===== src/verilog/dic_pkg.sv =====
`default_nettype none
package dic_pkg;
  // ==========================================================
  // sizes
  localparam int N_PINS = 16;
  localparam int N_PAIRS = 3;
  localparam int N_SPECIAL = 4;
  localparam int N_MAP = 32;
  localparam int LEVEL_LSB = 16;
  localparam int ILOCK_BIT = 3;
  // ==========================================================
  // timing
  localparam int SAMPLE_PERIOD_US = 1000;
  localparam int CLK_MHZ = 200;
  localparam int MS_CYCLES = SAMPLE_PERIOD_US * CLK_MHZ;
  // ==========================================================
  // register byte addresses
  localparam logic [7:0] A_GATE = 8'h00;
  localparam logic [7:0] A_POL = 8'h04;
  localparam logic [7:0] A_OVR_SEL = 8'h08;
  localparam logic [7:0] A_OVR_LVL = 8'h0C;
  localparam logic [7:0] A_RAW = 8'h10;
  localparam logic [7:0] A_THRESH = 8'h14;
  localparam logic [7:0] A_DIFF = 8'h18;
  localparam logic [7:0] A_ROUTE = 8'h1C;
  localparam logic [7:0] A_SUMMARY = 8'h20;
  localparam logic [7:0] A_MAP_BASE = 8'h40;
  localparam logic [7:0] A_MAP_LAST = 8'hBC;
  // ==========================================================
  // reset values and source codes
  localparam logic [31:0] RST_WORD = 32'h0000_0000;
  localparam logic [7:0] SRC_ZERO = 8'h00;
  localparam logic [7:0] SRC_ONE = 8'h80;
  localparam int SRC_INV_BIT = 7;
  // ==========================================================
  // bus request carrier
  typedef struct packed {
    logic wr;
    logic rd;
    logic [7:0] addr;
    logic [31:0] wdata;
  } dic_bus_type;
endpackage : dic_pkg
`default_nettype wire


===== src/verilog/dic_input_cond.sv =====
// Our own choices: the address map and strobed register access.
`default_nettype none
// Operation
// - sample inputs each millisecond, ignore shorter pulses
// - diff mode gives three pairs, from inputs 1..6
// - threshold mask bit selects 5 V or 24 V
// - gate bits enable limit, home, interlock functions
// - gate touches special bits only, not levels
// - polarity bit makes normally-closed input logic
// - override select replaces sampled level
// - override level supplies forced input value
// - raw entry shows sampled levels unmodified
// - input 1 feeds bit 0 and bit 16
// - writing 1 to route entry enables routing
// - routing bypasses gate, polarity, override entries; gate bit 3 still enables interlock
// - routing enable preloads map preserving behaviour
// - map entry n drives summary bit n
// - codes 00..10 give zero or input
// - codes 80..90 give one or inverted input
// - interlock bit low forces error state
// - special bits 0..3, levels 16..31
module dic_input_cond #(
  parameter int MS_CYCLES = dic_pkg::MS_CYCLES
) (
  input wire logic clk,
  input wire logic rst_n,
  input wire logic [dic_pkg::N_PINS-1:0] pin_in,
  input wire dic_pkg::dic_bus_type bus_req,
  output logic [31:0] rdata,
  output logic [dic_pkg::N_PINS-1:0] thresh_24v,
  output logic diff_mode,
  output logic [31:0] summary,
  output logic motion_permit,
  output logic ilock_error,
  output logic ilock_event
);
  import dic_pkg::*;

  localparam int CW = $clog2(MS_CYCLES + 1);

  // ==========================================================
  // hazards and limits
  // - an input needs up to two millisecond ticks plus the pin chain before it
  //   shows in the raw register, and one more cycle before the summary word;
  //   a fast edge on a limit switch is therefore seen late, never early
  // - the threshold mask only leaves the block as a pin word; the analog
  //   front end that acts on it sits outside this logic
  // - the interlock output is a level; the fault reaction itself is left to
  //   whoever watches the error and its one-cycle entry pulse
  // - toggling routing on and off rewrites the source map each time it turns
  //   on, so software edits to the table are lost by a re-enable

  // ==========================================================
  // source decode for routing
  // the low seven bits pick a physical input, bit 7 inverts the result;
  // a code that names no input yields the constant, so an unused code is
  // harmless: zero below the inverted range, one inside it
  function automatic logic src_bit(input logic [7:0] code,
                                   input logic [N_PINS-1:0] raw);
    logic [6:0] idx;
    logic v;
    idx = code[6:0];
    v = 1'b0;
    for (int k = 1; k <= N_PINS; k++) begin
      if (idx == 7'(k)) begin
        v = raw[k-1];
      end
    end
    return v ^ code[SRC_INV_BIT];
  endfunction : src_bit

  // ==========================================================
  // pin synchroniser and glitch filter
  // each pin runs its own three-flop chain; the filtered level only follows
  // once flops two and three agree, so a metastable first flop never leaks
  wire logic [N_PINS-1:0] filt_lvl;

  for (genvar i = 0; i < N_PINS; i++) begin : g_pin
    logic s1_r, s2_r, s3_r, hold_r;
    logic s1_nxt, s2_nxt, s3_nxt, hold_nxt;

    always_comb begin
      s1_nxt = pin_in[i];
      s2_nxt = s1_r;
      s3_nxt = s2_r;
      // keep the old level while the two late flops disagree
      hold_nxt = (s2_r == s3_r) ? s3_r : hold_r;
    end

    always_ff @(posedge clk) begin
      if (!rst_n) begin
        s1_r <= 1'b0;
        s2_r <= 1'b0;
        s3_r <= 1'b0;
        hold_r <= 1'b0;
      end else begin
        s1_r <= s1_nxt;
        s2_r <= s2_nxt;
        s3_r <= s3_nxt;
        hold_r <= hold_nxt;
      end
    end

    assign filt_lvl[i] = hold_r;
  end : g_pin

  // ==========================================================
  // millisecond sampler
  // a free-running counter marks the tick; the pair conversion sits before
  // the sampler so both modes share the same pulse rejection
  // trade-off: two ticks of agreement cost up to two milliseconds of delay,
  // but a single tick could still latch a short spike that hits the edge
  logic [CW-1:0] cnt_r, cnt_nxt;
  logic [N_PINS-1:0] cand_r, cand_nxt, raw_r, raw_nxt, conv;
  logic tick;
  logic diff_r;

  always_comb begin
    conv = filt_lvl;
    if (diff_r) begin
      conv = '0;
      for (int p = 0; p < N_PAIRS; p++) begin
        // pair p: pin 2p is the minus leg, pin 2p+1 the plus leg
        conv[p] = filt_lvl[2*p+1] & ~filt_lvl[2*p];
      end
    end
  end

  always_comb begin
    tick = (cnt_r == CW'(MS_CYCLES - 1));
    cnt_nxt = tick ? '0 : cnt_r + 1'b1;
    cand_nxt = cand_r;
    raw_nxt = raw_r;
    if (tick) begin
      cand_nxt = conv;
      // a level must be seen on two ticks, so shorter pulses vanish
      raw_nxt = (conv & ~(conv ^ cand_r)) | (raw_r & (conv ^ cand_r));
    end
  end

  always_ff @(posedge clk) begin
    if (!rst_n) begin
      cnt_r <= '0;
      cand_r <= '0;
      raw_r <= '0;
    end else begin
      cnt_r <= cnt_nxt;
      cand_r <= cand_nxt;
      raw_r <= raw_nxt;
    end
  end

  // ==========================================================
  // configuration registers
  // word map, byte addressed, one word per entry:
  //   gate mask, polarity mask, override select, override level,
  //   raw levels (read only), threshold mask, pair mode, routing switch,
  //   summary word (read only), then the source map from its own base
  // writes to read-only or unknown addresses are dropped without a trace,
  // and unknown reads answer zero, so a stray access cannot wedge the bus
  // map entries keep eight bits; the upper bits of a write are discarded
  logic [31:0] gate_r, pol_r, osel_r, olvl_r, thr_r;
  logic [31:0] gate_nxt, pol_nxt, osel_nxt, olvl_nxt, thr_nxt;
  logic diff_nxt, route_r, route_nxt;
  logic [7:0] map_r [N_MAP];
  logic [7:0] map_nxt [N_MAP];
  logic [7:0] pre_code [N_MAP];
  logic [31:0] rdata_r, rdata_nxt;
  logic map_hit;
  logic [4:0] map_idx;
  logic [31:0] sum_r, sum_nxt;

  always_comb begin
    // codes that reproduce the normal-mode result of each bit
    // a forced input becomes a constant code, since routing has no override;
    // an ungated special bit becomes the zero code
    for (int n = 0; n < N_MAP; n++) begin
      pre_code[n] = SRC_ZERO;
    end
    for (int i = 0; i < N_PINS; i++) begin
      pre_code[LEVEL_LSB+i] = osel_r[i] ? (olvl_r[i] ^ pol_r[i] ? SRC_ONE : SRC_ZERO)
                                         : {pol_r[i], 7'(i + 1)};
    end
    for (int s = 0; s < N_SPECIAL; s++) begin
      pre_code[s] = gate_r[s] ? pre_code[LEVEL_LSB+s] : SRC_ZERO;
    end
  end

  always_comb begin
    map_hit = (bus_req.addr >= A_MAP_BASE) && (bus_req.addr <= A_MAP_LAST)
              && (bus_req.addr[1:0] == 2'b00);
    map_idx = 5'((bus_req.addr - A_MAP_BASE) >> 2);
    gate_nxt = gate_r;
    pol_nxt = pol_r;
    osel_nxt = osel_r;
    olvl_nxt = olvl_r;
    thr_nxt = thr_r;
    diff_nxt = diff_r;
    route_nxt = route_r;
    for (int n = 0; n < N_MAP; n++) begin
      map_nxt[n] = map_r[n];
    end
    if (bus_req.wr) begin
      case (bus_req.addr)
        A_GATE: gate_nxt = bus_req.wdata;
        A_POL: pol_nxt = bus_req.wdata;
        A_OVR_SEL: osel_nxt = bus_req.wdata;
        A_OVR_LVL: olvl_nxt = bus_req.wdata;
        A_THRESH: thr_nxt = bus_req.wdata;
        A_DIFF: diff_nxt = bus_req.wdata[0];
        A_ROUTE: begin
          route_nxt = bus_req.wdata[0];
          if (bus_req.wdata[0] && !route_r) begin
            for (int n = 0; n < N_MAP; n++) begin
              map_nxt[n] = pre_code[n];
            end
          end
        end
        default: begin
          if (map_hit) begin
            map_nxt[map_idx] = bus_req.wdata[7:0];
          end
        end
      endcase
    end
  end

  // read side: answer one cycle after the strobe, zero otherwise
  always_comb begin
    rdata_nxt = RST_WORD;
    if (bus_req.rd) begin
      case (bus_req.addr)
        A_GATE: rdata_nxt = gate_r;
        A_POL: rdata_nxt = pol_r;
        A_OVR_SEL: rdata_nxt = osel_r;
        A_OVR_LVL: rdata_nxt = olvl_r;
        A_RAW: rdata_nxt = 32'(raw_r);
        A_THRESH: rdata_nxt = thr_r;
        A_DIFF: rdata_nxt = 32'(diff_r);
        A_ROUTE: rdata_nxt = 32'(route_r);
        A_SUMMARY: rdata_nxt = sum_r;
        default: begin
          if (map_hit) begin
            rdata_nxt = 32'(map_r[map_idx]);
          end
        end
      endcase
    end
  end

  // configuration state registers

  always_ff @(posedge clk) begin
    if (!rst_n) begin
      gate_r <= RST_WORD;
      pol_r <= RST_WORD;
      osel_r <= RST_WORD;
      olvl_r <= RST_WORD;
      thr_r <= RST_WORD;
      diff_r <= 1'b0;
      route_r <= 1'b0;
      rdata_r <= RST_WORD;
      for (int n = 0; n < N_MAP; n++) begin
        map_r[n] <= SRC_ZERO;
      end
    end else begin
      gate_r <= gate_nxt;
      pol_r <= pol_nxt;
      osel_r <= osel_nxt;
      olvl_r <= olvl_nxt;
      thr_r <= thr_nxt;
      diff_r <= diff_nxt;
      route_r <= route_nxt;
      rdata_r <= rdata_nxt;
      for (int n = 0; n < N_MAP; n++) begin
        map_r[n] <= map_nxt[n];
      end
    end
  end

  // ==========================================================
  // summary word and interlock
  wire logic [N_PINS-1:0] lvl;
  wire logic [N_MAP-1:0] routed;
  logic ilock_en, err_r, err_nxt, evt_r, evt_nxt, permit_r, permit_nxt;
  logic [N_PINS-1:0] thr_out_r;

  // per-input level path; the raw value stays untouched for its own register
  for (genvar i = 0; i < N_PINS; i++) begin : g_lvl
    wire logic forced;
    assign forced = osel_r[i] ? olvl_r[i] : raw_r[i];
    assign lvl[i] = forced ^ pol_r[i];
  end : g_lvl

  // routing reads the raw levels directly, so override and polarity drop out
  for (genvar n = 0; n < N_MAP; n++) begin : g_route
    assign routed[n] = src_bit(map_r[n], raw_r);
  end : g_route

  // layout: special results in the low half, levels in the high half;
  // outside routing, bits between the four special bits and the levels read as zero
  always_comb begin
    sum_nxt = RST_WORD;
    sum_nxt[LEVEL_LSB +: N_PINS] = lvl;
    sum_nxt[N_SPECIAL-1:0] = lvl[N_SPECIAL-1:0] & gate_r[N_SPECIAL-1:0];
    if (route_r) begin
      // gate, polarity and override are ignored while routing
      sum_nxt = routed;
    end
  end

  always_comb begin
    // the enable stays with the gate bit even in routing mode
    // the error is a level, not a latch: a restored source clears it, and
    // the entry pulse is what a fault reaction should hang on
    // it follows the registered summary, so it trails the word by one cycle
    ilock_en = gate_r[ILOCK_BIT];
    permit_nxt = !ilock_en || sum_r[ILOCK_BIT];
    err_nxt = ilock_en && !sum_r[ILOCK_BIT];
    evt_nxt = err_nxt && !err_r;
  end

  always_ff @(posedge clk) begin
    if (!rst_n) begin
      sum_r <= RST_WORD;
      permit_r <= 1'b1;
      err_r <= 1'b0;
      evt_r <= 1'b0;
      thr_out_r <= '0;
    end else begin
      sum_r <= sum_nxt;
      permit_r <= permit_nxt;
      err_r <= err_nxt;
      evt_r <= evt_nxt;
      thr_out_r <= thr_nxt[N_PINS-1:0];
    end
  end

  // ==========================================================
  // outputs, each straight from its register
  // the threshold pins move in the same cycle as the mask register
  assign rdata = rdata_r;
  assign summary = sum_r;
  assign motion_permit = permit_r;
  assign ilock_error = err_r;
  assign ilock_event = evt_r;
  assign thresh_24v = thr_out_r;
  assign diff_mode = diff_r;
endmodule : dic_input_cond
`default_nettype wire


===== config.mk =====
export PLATFORM = sky130hd
export DESIGN_NAME = dic_input_cond
export DESIGN_NICKNAME = d
export VERILOG_FILES = /design/src/verilog/dic_pkg.sv /design/src/verilog/dic_input_cond.sv
export SDC_FILE = /design/constraint.sdc
export NUM_CORES = 2
export LEC_CHECK = 0
export BUFFER_PORTS_ARGS = -buffer_cell sky130_fd_sc_hd__buf_2
export CORE_MARGIN = 8
export CORE_UTILIZATION = 30
export CTS_BUF_LIST = sky130_fd_sc_hd__clkbuf_4 sky130_fd_sc_hd__clkbuf_8
export DETAILED_ROUTE_END_ITERATION = 16
export GPL_ROUTABILITY_DRIVEN = 0
export HOLD_SLACK_MARGIN = 0.05
export PLACE_DENSITY_LB_ADDON = 0.3
export SETUP_SLACK_MARGIN = 0.15
export SLEW_MARGIN = 20
export SYNTH_ARGS = -nofsm -noshare
export SYNTH_HDL_FRONTEND = slang
export SYNTH_SLANG_ARGS = --single-unit

===== constraint.sdc =====
create_clock -name clk -period 5.94 [get_ports clk]
set_input_delay 0.594 -clock clk [delete_from_list [all_inputs] [get_ports clk]]
set_output_delay 0.594 -clock clk [all_outputs]
set_load 0.1 [all_outputs]

==> flow_metrics.tcl <==
set metrics [dict create \
    run_status "finished clean" \
    postCtsHoldBufs 15 \
    async_flop_share 0 \
    comb_power_share 0.040 \
    syn_nets 3698 \
    htree_levels 3 \
    cts_root_buf "clkbuf_8" \
    globalRouteOverflowTotal 0 \
    finalMaxSlewViolations 0 \
    worstSetupEndpointType "flop" \
    yosysSeqAreaShare 0.3798 \
    synthTopCellsByArea "dfxtp_1 38%, mux4_2 11%, nand2_1 6.6%" \
    synth_common_cells "599 x dfxtp_1, 558 x nand2_1, 397 x nor2_1" \
    antenna_found_initial 12 \
    start_util 0.3012 \
    layout.nets 3656 \
    drt_iter0_markers 3422 \
    via_per_inst 5.781 \
    finalSetupTns_ps 0 \
    cts.sinks 599 \
    start_kind "primary input" \
    critPathMaxStageDelay_ps 650 \
    slowest_stage "o21a_2" \
    whs_ps 129.6 \
    yosys_most_used_dff "dfxtp_1" \
    internal-power_w 0.006627 \
    min_path_type "primary input to flop" \
    synth_warnings 0 \
    via_count 29340 \
    power_density_mw_per_mm2 245.7 \
    synth_edf_count 0 \
    grt_max_degree 97 \
    synth.avg_cell_area_um2 8.681 \
    yosys.cell_count.top_type "dfxtp_1" \
    relSlewSlack 0.2835 \
    fin_crit_sh 0.5922 \
    grt_pass1_wl_um 188300 \
    leakage_nw 11.75 \
    p_seq_frac 0.463 \
    numCtsBuffers 106 \
    setup_viol 0 \
    skew_ps 47.65 \
    drv_cap 0 \
    crit_start "bus_req[34]" \
    final_core_utilization 0.3397 \
    cts_setup_buffers 0 \
    cp_max_fo 34 \
    pwr-share-clk 0.497 \
    fp.dieArea_mm2 0.1159 \
    place_hpwl_um 84580 \
    drive_gt1_frac 0.1753 \
    fin_crit_ps 3518 \
    core.rowCount 119 \
    ant_nets 0 \
    ys_ff_latch 599 \
    clk_latency_ps 770 \
    max_freq_mhz 284.3 \
    p_switching_w 0.002122 \
    yosys.cell_types.count 82 \
    tritoncts "yes" \
    setup_slack_ps 2422 \
    area_delta_synth_final_pct 12.77 \
    postSynthCellCount 3637 \
    crit_type "primary input to flop" \
    routed_wl_um 127900 \
    clk_pin_slew_ps 60 \
    cp_data_required_time_ps 6570 \
    die_y_um 340.4 \
    netlist_area_mm2 0.03157 \
    yosys.area.top_type "dfxtp_1" \
    wl_per_cell_um 25.19 \
    core_mm2 0.1048 \
    grt_pass1_vias 27500 \
    fp.dieW_um 340.4 \
    ir_worst_vdd_uv 149.6 \
    ios 144 \
    synth_top_area_frac 0.3798 \
    place_ws_ps 1788 \
    drc 0 \
    final_hold_viol_count 0 \
    grt_usage 0.2102 \
    crit_chain "buf_4 > nand3b_1 > nor4_4 > o21a_2 > buf_4 > nand2_1 > nand2_1 > o221ai_1 > o211a_1" \
    min_from "pin_in[4]" \
    p_sw_frac 0.2426 \
    post_cts_resized 0 \
    port_buffers 143 \
    cts_max_path_buffers 3 \
    grt_setup_unrepaired "no" \
    first_pass_iters 6 \
    worst_pin_slew_ps 1071 \
    arrival_ps 4150 \
]
==> per-stage QoR <==
step                cells  power [W]  instance area [um^2]
detailed placement   4863   0.004476                 33040
global route         5075   0.009029                 35600
CTS                  5070   0.008810                 35590
global placement     4863   0.004477                 33040
finish               5076   0.008749                 35600
floorplan            3637   0.004338                 31570
==> final timing paths <==
check	endpoint	slack, ps	depth (start not counted)
setup / recovery	map_r[27][2]	2420	9
setup reg to reg	summary[13]	2700	8
hold reg to reg	ilock_event	420	1
hold / removal	g_pin[4].s1_r	130	2
==> per-layer routing <==
| layer | wire length, um | GRT usage | up-vias |
|---|---|---|---|
| li1 | - | - | 13080 |
| met1 | 52370 | 0.2779 | 14320 |
| met2 | 56320 | 0.3192 | 1589 |
| met3 | 12490 | 0.04972 | 362 |
| met4 | 6679 | 0.1059 | 2 |
| met5 | 12 | 0 | - |
==> final cells by class <==
cell class                 count  area, um^2
antenna                        6       15.01
fill                       10930       69220
sequential                   599       12000
timing repair buffer         229        1413
clock buffer                 174        2188
inverter                      24       95.09
multi-input combinational   2635       17950
clock inverter                18       207.7
tap                         1391        1740
==> power by group through the flow <==
stage                     Sequential [W]  Clock, W  Combinational (W)
after floorplan                  0.00414         0           0.000203
after global placement           0.00414         0           0.000338
after detailed placement         0.00414         0           0.000337
after CTS                        0.00405   0.00441           0.000345
after global routing             0.00405   0.00461           0.000366
final                            0.00405   0.00434           0.000352
==> sequential cells by signal (all words and copies together) (netlist names), named ones only <==
| signal | cells |
|---|---|
| diff_mode | 1 |
| map_r | 256 |
| summary | 32 |
| rdata | 32 |
| gate_r | 32 |
| ilock_error | 1 |
| g_pin.s3_r | 16 |
| g_pin.hold_r | 16 |
| g_pin.s1_r | 16 |
| pol_r | 32 |
| route_r | 1 |
| motion_permit | 1 |
| thr_r | 16 |
| thresh_24v | 16 |
| ilock_event | 1 |
| osel_r | 32 |
| cnt_r | 18 |
| olvl_r | 32 |
| g_pin.s2_r | 16 |
| cand_r | 16 |
==> kinds of logic after synthesis <==
kind of cell / count (synthesis) / share of synthesized area
buf+inv: 403 / 0.05334
fa+ha+maj: 1 / 0.0003962
xor+xnor: 78 / 0.02164
simple gates: 1377 / 0.1991
compound gates: 915 / 0.2014
mux: 264 / 0.1443
flops: 599 / 0.3798
==> layout by cell type, fill, tap and decap left out, drive strengths merged, types with 45 or more instances in the layout <==
cell / count
dfxtp: 599
nand2: 580
xnor2: 49
a21boi: 151
mux4: 151
o22ai: 48
o21ai: 119
a31oi: 110
and2: 87
a22oi: 113
clkbuf: 175
buf: 213
a21oi: 134
nand3: 65
mux2i: 94
nor2: 398
a32oi: 45
==> worst max-delay path: cells and delay by family <==
family | cells | cell delay, ps
and+or+nand+nor | 4 | 1580
buffers and inverters | 2 | 970
AOI/OAI and AO/OA | 3 | 980
No activity file was read; power rests on OpenSTA's default activity.
